===== src/hw/cbcd_regs.vh =====
// Register offsets, field positions, commands and block numbers of the config decoder
`ifndef CBCD_REGS_VH
`define CBCD_REGS_VH
// Byte offsets on AXI4-Lite: output image words 0..9, input image words 0..9, status
`define CBCD_OUT_BASE 8'h00
`define CBCD_IN_BASE 8'h40
`define CBCD_CTRL_ADDR 8'h80
`define CBCD_STAT_ADDR 8'h84
`define CBCD_NWORDS 4'ha
// Configuration word zero fields
`define CBCD_MODE_BIT 15
`define CBCD_CMD_HI 11
`define CBCD_CMD_LO 8
`define CBCD_BLK_HI 3
`define CBCD_BLK_LO 0
`define CBCD_RSV_MASK 16'h70f0
// Commands
`define CBCD_CMD_NOP0 4'h0
`define CBCD_CMD_XSTAT 4'h1
`define CBCD_CMD_READ 4'h2
`define CBCD_CMD_NOP8 4'h8
`define CBCD_CMD_WRITE 4'ha
// Blocks
`define CBCD_BLK_DATA 4'h1
`define CBCD_BLK_IO 4'h2
`define CBCD_BLK_MOTOR 4'h3
`define CBCD_BLK_VEL 4'h5
`define CBCD_BLK_POS 4'h6
`define CBCD_BLK_SPECIAL 4'hf
// Block fields
`define CBCD_ENDIAN_BIT 0
`define CBCD_POL_BIT 8
`define CBCD_FUNC_HI 3
`define CBCD_FUNC_LO 0
`define CBCD_N_INPUTS 4
`define CBCD_IO_FIRST 4'h1
// Response tags in input word 0 bit 14 (error) and reset values
`define CBCD_ERR_BIT 14
`define CBCD_RESP_CMD_ERR 16'hc000
`define CBCD_DEF_ENDIAN 1'b0
`define CBCD_DEF_IO 16'h0100
`define CBCD_AXI_OKAY 2'b00
`define CBCD_AXI_SLVERR 2'b10
`endif


===== src/hw/cbcd_decoder.v =====
// Configuration command decoder with AXI4-Lite access to the cyclic data images
`include "cbcd_regs.vh"
//
// Contract
// - Command 0x1 returns the extended status block; block field is zero.
// - Command 0x2 reads back block 1,2,3,5,6; 0xF restores defaults to working memory.
// - Command 0xA writes the named block; block 0xF saves to non-volatile memory.
// - Read-back uses only word zero; other output words are ignored.
// - Read-back places the block in the input image, laid out as its write.
// - Word values 0x8201, 0x8202, 0x8203, 0x8205 and 0x8206 are recognised as read-back requests.
// - Factory restore changes working memory only; save is needed separately.
// - Data block bit 0 selects little (0) or big (1) endian word order.
// - I/O bit 8 sets input polarity: 1 active with current flowing.
// - I/O bits 3..0 select each input's function.
// - Word zero bit 15 selects configuration mode; bits 14-12 and 7-4 zero.
// - Command from bits 11-8, block number from bits 3-0 of word zero.
// - Configuration data in command mode with drive enabled gives command error.
module cbcd_decoder (
    input wire CLK_SYS,
    input wire RST_B,
    input wire [7:0] S_AXI_AWADDR,
    input wire S_AXI_AWVALID,
    output wire S_AXI_AWREADY,
    input wire [31:0] S_AXI_WDATA,
    input wire [3:0] S_AXI_WSTRB,
    input wire S_AXI_WVALID,
    output wire S_AXI_WREADY,
    output reg [1:0] S_AXI_BRESP,
    output reg S_AXI_BVALID,
    input wire S_AXI_BREADY,
    input wire [7:0] S_AXI_ARADDR,
    input wire S_AXI_ARVALID,
    output wire S_AXI_ARREADY,
    output reg [31:0] S_AXI_RDATA,
    output reg [1:0] S_AXI_RRESP,
    output reg S_AXI_RVALID,
    input wire S_AXI_RREADY,
    input wire DRIVE_ENABLED,
    input wire [159:0] XSTAT_BLOCK,
    input wire [159:0] MOTOR_BLOCK,
    input wire [159:0] VEL_BLOCK,
    input wire [159:0] POS_BLOCK,
    output reg ENDIAN_BIG,
    output reg [`CBCD_N_INPUTS-1:0] INPUT_POLARITY,
    output reg [4*`CBCD_N_INPUTS-1:0] INPUT_FUNCTION,
    output reg FACTORY_RESTORE,
    output reg FLASH_SAVE,
    output reg [3:0] BLOCK_WRITE_SEL,
    output reg BLOCK_WRITE
);
    reg [15:0] out_img [0:9];
    reg [15:0] in_img [0:9];
    reg [15:0] data_cfg;
    reg [15:0] io_cfg [0:`CBCD_N_INPUTS-1];
    reg config_mode;
    reg cmd_error;
    reg cmd_pending;
    reg [15:0] cmd_count;
    reg aw_held, w_held;
    reg [7:0] aw_addr;
    reg [31:0] w_data;
    reg [3:0] w_strb;
    integer i;
    wire [15:0] word0 = out_img[0];
    wire [3:0] cmd = word0[`CBCD_CMD_HI:`CBCD_CMD_LO];
    wire [3:0] blk = word0[`CBCD_BLK_HI:`CBCD_BLK_LO];
    wire mode_cfg = word0[`CBCD_MODE_BIT];
    wire rsv_ok = (word0 & `CBCD_RSV_MASK) == 16'h0000;
    wire blk_known = (blk == `CBCD_BLK_DATA) || (blk == `CBCD_BLK_IO) ||
                     (blk == `CBCD_BLK_MOTOR) || (blk == `CBCD_BLK_VEL) ||
                     (blk == `CBCD_BLK_POS);
    wire do_write = aw_held && w_held && !S_AXI_BVALID;
    wire [3:0] widx = aw_addr[5:2];
    wire in_out_img = (aw_addr < `CBCD_IN_BASE) && (widx < `CBCD_NWORDS);
    wire is_ctrl = aw_addr == `CBCD_CTRL_ADDR;
    wire [3:0] ridx = S_AXI_ARADDR[5:2];

    assign S_AXI_AWREADY = !aw_held && !S_AXI_BVALID;
    assign S_AXI_WREADY = !w_held && !S_AXI_BVALID;
    assign S_AXI_ARREADY = !S_AXI_RVALID;

    // Write channels and command issue
    always @(posedge CLK_SYS or negedge RST_B) begin
        if (!RST_B) begin
            aw_held <= 1'b0;
            w_held <= 1'b0;
            aw_addr <= 8'h00;
            w_data <= 32'h0000_0000;
            w_strb <= 4'h0;
            S_AXI_BVALID <= 1'b0;
            S_AXI_BRESP <= `CBCD_AXI_OKAY;
            cmd_pending <= 1'b0;
            for (i = 0; i < 10; i = i + 1) begin
                out_img[i] <= 16'h0000;
            end
        end else begin
            cmd_pending <= 1'b0;
            if (S_AXI_AWVALID && S_AXI_AWREADY) begin
                aw_held <= 1'b1;
                aw_addr <= S_AXI_AWADDR;
            end
            if (S_AXI_WVALID && S_AXI_WREADY) begin
                w_held <= 1'b1;
                w_data <= S_AXI_WDATA;
                w_strb <= S_AXI_WSTRB;
            end
            if (do_write) begin
                aw_held <= 1'b0;
                w_held <= 1'b0;
                S_AXI_BVALID <= 1'b1;
                S_AXI_BRESP <= `CBCD_AXI_OKAY;
                if (in_out_img) begin
                    if (w_strb[0]) begin
                        out_img[widx][7:0] <= w_data[7:0];
                    end
                    if (w_strb[1]) begin
                        out_img[widx][15:8] <= w_data[15:8];
                    end
                end else if (is_ctrl) begin
                    cmd_pending <= w_data[0];
                end else if (!(aw_addr >= `CBCD_IN_BASE && aw_addr <= `CBCD_STAT_ADDR)) begin
                    S_AXI_BRESP <= `CBCD_AXI_SLVERR;
                end
            end else if (S_AXI_BVALID && S_AXI_BREADY) begin
                S_AXI_BVALID <= 1'b0;
            end
        end
    end

    // Command interpreter
    always @(posedge CLK_SYS or negedge RST_B) begin
        if (!RST_B) begin
            data_cfg <= 16'h0000;
            for (i = 0; i < `CBCD_N_INPUTS; i = i + 1) begin
                io_cfg[i] <= `CBCD_DEF_IO;
            end
            for (i = 0; i < 10; i = i + 1) begin
                in_img[i] <= 16'h0000;
            end
            config_mode <= 1'b0;
            cmd_error <= 1'b0;
            cmd_count <= 16'h0000;
            FACTORY_RESTORE <= 1'b0;
            FLASH_SAVE <= 1'b0;
            BLOCK_WRITE <= 1'b0;
            BLOCK_WRITE_SEL <= 4'h0;
        end else begin
            FACTORY_RESTORE <= 1'b0;
            FLASH_SAVE <= 1'b0;
            BLOCK_WRITE <= 1'b0;
            if (cmd_pending) begin
                cmd_count <= cmd_count + 16'h0001;
                cmd_error <= 1'b0;
                if (mode_cfg && DRIVE_ENABLED && !config_mode) begin
                    // Rejected request keeps the unit in command mode
                    cmd_error <= 1'b1;
                    in_img[0] <= `CBCD_RESP_CMD_ERR;
                end else begin
                    config_mode <= mode_cfg;
                end
                if (!(mode_cfg && DRIVE_ENABLED && !config_mode) && mode_cfg && rsv_ok) begin
                    case (cmd)
                        `CBCD_CMD_XSTAT: begin
                            if (blk == 4'h0) begin
                                for (i = 0; i < 10; i = i + 1) begin
                                    in_img[i] <= XSTAT_BLOCK[16*i +: 16];
                                end
                            end
                        end
                        `CBCD_CMD_READ: begin
                            if (blk == `CBCD_BLK_SPECIAL) begin
                                data_cfg <= 16'h0000;
                                data_cfg[`CBCD_ENDIAN_BIT] <= `CBCD_DEF_ENDIAN;
                                for (i = 0; i < `CBCD_N_INPUTS; i = i + 1) begin
                                    io_cfg[i] <= `CBCD_DEF_IO;
                                end
                                FACTORY_RESTORE <= 1'b1;
                                in_img[0] <= word0;
                            end else if (blk_known) begin
                                in_img[0] <= word0 | 16'h0800;
                                for (i = 1; i < 10; i = i + 1) begin
                                    case (blk)
                                        `CBCD_BLK_DATA: in_img[i] <= (i == 1) ? data_cfg : 16'h0000;
                                        `CBCD_BLK_IO: in_img[i] <=
                                            (i <= `CBCD_N_INPUTS) ? io_cfg[i-1] : 16'h0000;
                                        `CBCD_BLK_MOTOR: in_img[i] <= MOTOR_BLOCK[16*i +: 16];
                                        `CBCD_BLK_VEL: in_img[i] <= VEL_BLOCK[16*i +: 16];
                                        `CBCD_BLK_POS: in_img[i] <= POS_BLOCK[16*i +: 16];
                                        default: in_img[i] <= 16'h0000;
                                    endcase
                                end
                            end
                        end
                        `CBCD_CMD_WRITE: begin
                            in_img[0] <= word0;
                            if (blk == `CBCD_BLK_SPECIAL) begin
                                FLASH_SAVE <= 1'b1;
                            end else if (blk_known) begin
                                BLOCK_WRITE <= 1'b1;
                                BLOCK_WRITE_SEL <= blk;
                                if (blk == `CBCD_BLK_DATA) begin
                                    data_cfg <= out_img[1];
                                end
                                if (blk == `CBCD_BLK_IO) begin
                                    for (i = 0; i < `CBCD_N_INPUTS; i = i + 1) begin
                                        io_cfg[i] <= out_img[i+1];
                                    end
                                end
                            end
                        end
                        default: begin
                            in_img[0] <= word0;
                        end
                    endcase
                end
            end
        end
    end

    // Configuration outputs
    always @(posedge CLK_SYS or negedge RST_B) begin
        if (!RST_B) begin
            ENDIAN_BIG <= `CBCD_DEF_ENDIAN;
            INPUT_POLARITY <= {`CBCD_N_INPUTS{1'b1}};
            INPUT_FUNCTION <= {4*`CBCD_N_INPUTS{1'b0}};
        end else begin
            ENDIAN_BIG <= data_cfg[`CBCD_ENDIAN_BIT];
            for (i = 0; i < `CBCD_N_INPUTS; i = i + 1) begin
                INPUT_POLARITY[i] <= io_cfg[i][`CBCD_POL_BIT];
                INPUT_FUNCTION[4*i +: 4] <= io_cfg[i][`CBCD_FUNC_HI:`CBCD_FUNC_LO];
            end
        end
    end

    // Read channel
    always @(posedge CLK_SYS or negedge RST_B) begin
        if (!RST_B) begin
            S_AXI_RVALID <= 1'b0;
            S_AXI_RDATA <= 32'h0000_0000;
            S_AXI_RRESP <= `CBCD_AXI_OKAY;
        end else if (S_AXI_ARVALID && S_AXI_ARREADY) begin
            S_AXI_RVALID <= 1'b1;
            S_AXI_RRESP <= `CBCD_AXI_OKAY;
            S_AXI_RDATA <= 32'h0000_0000;
            if (S_AXI_ARADDR < `CBCD_IN_BASE && ridx < `CBCD_NWORDS) begin
                S_AXI_RDATA <= {16'h0000, out_img[ridx]};
            end else if (S_AXI_ARADDR >= `CBCD_IN_BASE && S_AXI_ARADDR < `CBCD_CTRL_ADDR
                         && ridx < `CBCD_NWORDS) begin
                S_AXI_RDATA <= {16'h0000, in_img[ridx]};
            end else if (S_AXI_ARADDR == `CBCD_CTRL_ADDR) begin
                S_AXI_RDATA <= 32'h0000_0000;
            end else if (S_AXI_ARADDR == `CBCD_STAT_ADDR) begin
                S_AXI_RDATA <= {cmd_count, 13'h0000, ENDIAN_BIG, cmd_error, config_mode};
            end else begin
                S_AXI_RRESP <= `CBCD_AXI_SLVERR;
            end
        end else if (S_AXI_RVALID && S_AXI_RREADY) begin
            S_AXI_RVALID <= 1'b0;
        end
    end
endmodule


===== config.mk =====
export PLATFORM = sky130hd
export DESIGN_NAME = cbcd_decoder
export DESIGN_NICKNAME = d
export VERILOG_FILES = /design/src/hw/cbcd_decoder.v
export VERILOG_INCLUDE_DIRS = /design/src /design/src/hw
export SDC_FILE = /design/constraint.sdc
export NUM_CORES = 1
export LEC_CHECK = 0
export ABC_AREA = 1
export BUFFER_PORTS_ARGS = -buffer_cell sky130_fd_sc_hd__buf_2
export CELL_PAD_IN_SITES_DETAIL_PLACEMENT = 0
export CELL_PAD_IN_SITES_GLOBAL_PLACEMENT = 1
export CORE_AREA = 2 2 296 298
export DETAILED_ROUTE_END_ITERATION = 10
export DIE_AREA = 0 0 298 300
export GPL_TIMING_DRIVEN = 0
export MAX_ROUTING_LAYER = met4
export PLACE_DENSITY = 0.77
export SYNTH_ARGS = -nofsm -noshare
export SYNTH_HDL_FRONTEND = slang
export SYNTH_SLANG_ARGS = --single-unit

===== constraint.sdc =====
create_clock -name CLK_SYS -period 2.15 [get_ports CLK_SYS]
set_clock_uncertainty 0.15 [all_clocks]
set_input_delay 0.215 -clock CLK_SYS [delete_from_list [all_inputs] [get_ports CLK_SYS]]
set_output_delay 0.215 -clock CLK_SYS [all_outputs]
set_load 0.05 [all_outputs]

==> metrics.cfg <==
[die]
core_area_um2=86200
row_count=108
start_util_pct=32.6
io_pins=769
die_area_um2=89400
die_y_um=300
die_w_um=298

[worst_setup_path]
crit_type=reg2reg
worstPathRequired_ns=2.56
worstSetupEndpointType=register
critPathMaxFanout=10
cp-start-kind=register
cp_data_arrival_time_ns=2.60

[job]
cap_violations=0

[sta]
hold-worst-slack_ns=-0.608
slew_viol_final=0
period_share_pct=102
worst_slack_ns=-0.0355
rsz0062_at_grt=yes
max_slew_margin_pct=26.4
max_clock_freq_ghz=0.458
final_hold_viol_count=226
min_period_ns=2.19
tightest_slew_ns=1.10
setup_viol=37

[drt]
wirelength_mm=154
via_count=34400
met3_length_mm=13.1
antenna_left=0
wl_met2_mm=69.3
maxUsedRoutingLayer=met4
wl_met1_mm=64.4
drtIter0Drc=3843
wl_per_cell_um=22.7
drc=0
viasPerCell=5.09
drt_pass1_iterations=6

[logic_synthesis]
synth_seq_area_share_pct=45.5
syn_area_per_cell_um2=6.77
syn_area_um2=28100
synth-seq-cells=511
synth.distinct_cells=37
yosys_warnings=0
synth_cells=4152

[power_and_ir_drop]
leakagePower_nw=21.9
peakVddDrop_v=0.000697
p_comb_share_pct=22.2
finalPower_mw=27.8
pwr-share-seq_pct=38.5
pwr-share-clk_pct=39.3
p_switching_mw=8.82
switching_share_pct=31.7
power.internal_mw=19.0
powerDensity_nw_per_um2=641

[cells_and_area]
drive_gt1_share_pct=23.0
layout.nets=6238
area_delta_synth_final_pct=54.3

[placed_design]
port_buffers=698
place_congestion=0.986
dp_slack_ns=-1.69
hpwl_mm=116

[worst_hold_path]
holdCritPathClass=in2async

[run_status]
violations=hold timing, setup timing
status=finished with violations

[cts]
cts.sink_count=511
cts-buffers-inserted=60
clk_pin_slew_worst_paths_ns=0.07
cts_root_buffer=clkbuf_16
ctsLongestPathBuffers=3
htree_levels=2
cts_tree=built
clk_latency_ns=0.64

[global_routing]
grt_pass1_wl_mm=218
grt_max_degree=111
grt_pass1_vias=33700
grtUsageTotal_pct=34.0
gr-total-overflow=0
antenna_found_initial=13

-- cells in the mapped netlist, drive strengths merged --
cell       n  area share [%]
dfrtp    503              45
or2        2           0.044
inv      276             3.7
o22a       1           0.031
o211ai     5            0.13
a22oi      7            0.19
nor3      11            0.20
and3       5            0.11
clkbuf   131             1.7
mux2       3            0.12
dfstp      8            0.75
xor2      14            0.44
nor4       2           0.098
o22ai      1           0.022
buf      126             2.3
xnor2      1           0.031
nand4    116             2.6
ha         1           0.044
conb       1           0.013
a31oi      1           0.022
o21ai    359             6.4
nand3    275             4.9
nand2   2076              28
a21oi     80             1.4
nor2     147             2.2
-- kinds of logic after synthesis --
logic type / count (synthesis) / share of synthesized area (%)
simple gates: 2634 / 37.9
buf+inv: 533 / 7.72
flops: 511 / 45.5
compound gates: 454 / 8.26
xor+xnor: 15 / 0.467
mux: 3 / 0.120
fa+ha+maj: 1 / 0.0445
other cells: 1 / 0.0133
-- power groups by stage --
stage | Sequential, mW | Clock [mW] | Combinational, mW
floorplan | 11.0 | 0 | 2.15
global placement | 10.8 | 0 | 4.91
detailed placement | 10.9 | 0 | 4.97
CTS | 10.7 | 11.0 | 5.98
global route | 10.8 | 11.4 | 6.60
finish | 10.7 | 10.9 | 6.18
-- metrics by stage --
stage                     setup TNS, ns  util (%)  cell area [um2]  cells
after floorplan                       0         -            28100   4153
after global placement         -5457.26      38.4            33100   6006
after detailed placement        -283.22      38.5            33200   6011
after CTS                       -0.0211      48.8            42100   6708
after global routing              -6.12      50.3            43400   6754
final                            -0.424      50.3            43400   6755
-- repair_timing --
item / CTS / global route
setup endpoints to repair: 430 / 401
endpoints found under the hold margin: 416 / 121
setup buffers: 45 / 28
cloned: 1 / 11
hold buffers: 543 / 4
resized for setup: 337 / 318
pin swaps: 21 / 36
-- placed cells by master, fill, tap and decap left out, types with 73 or more instances in the layout --
master	instances
nand2_1	1966
buf_2	730
dlygate4sd3_1	547
dfrtp_1	494
o21ai_0	261
nand3_1	260
inv_1	252
nor2_1	119
nand4_1	116
nand2_2	86
buf_4	80
a21oi_1	80
o21ai_1	78
clkbuf_16	73
-- state kept, by name, indices dropped and copies added, names as in the netlist, 2 cells and up --
register and flops:
w_data 16, cmd_count 16, w_strb 2, S_AXI_RDATA 32, INPUT_POLARITY 4, aw_addr 8
word0 16, INPUT_FUNCTION 16, out_img 144, data_cfg 16, io_cfg 64, BLOCK_WRITE_SEL 4
in_img 160
-- final cells by class --
cell class	count	area [um2]
multi-input combinational	3109	13800
sequential	511	12800
tap	1155	1450
buffer	244	2020
inverter	276	1100
timing repair buffer	1334	10100
antenna	14	35.0
fill	8699	42800
clock inverter	21	305
clock buffer	90	1790
timing repair inverter	1	8.76
-- worst paths after layout --
kind / end / slack (ns) / cells past startpoint / startpoint
max: in_img[97] / -0.04 / 12 / word0[0]
min: BLOCK_WRITE_SEL[3] / -0.61 / 1 / RST_B
max reg2reg: in_img[97] / -0.04 / 12 / word0[0]
min reg2reg: INPUT_POLARITY[0] / 0.24 / 0 / io_cfg[56]
max in group asynchronous: io_cfg[6] / 0.65 / 4 / RST_B
min in group CLK_SYS: in_img[58] / -0.03 / 7 / VEL_BLOCK[106]
-- critical path: stages, from the launching register on --
cell and delay (ns):
dfrtp_2 0.51, nand2_4 0.11, buf_6 0.14, nor2_4 0.13, buf_12 0.18, buf_12 0.16, buf_8 0.17, nand2_2 0.12
nand4_1 0.17, nand2_1 0.07, nand2_1 0.06, nand2_1 0.04, nand2_1 0.06
-- layer usage --
| metal | global-route usage [%] | up-vias |
|---|---|---|
| met4 | 14.0 | 0 |
| met5 | - | - |
| li1 | - | 15900 |
| met3 | 5.63 | 345 |
| met1 | 44.8 | 16500 |
| met2 | 52.1 | 1665 |
No activity file was read; power rests on OpenSTA's default activity.
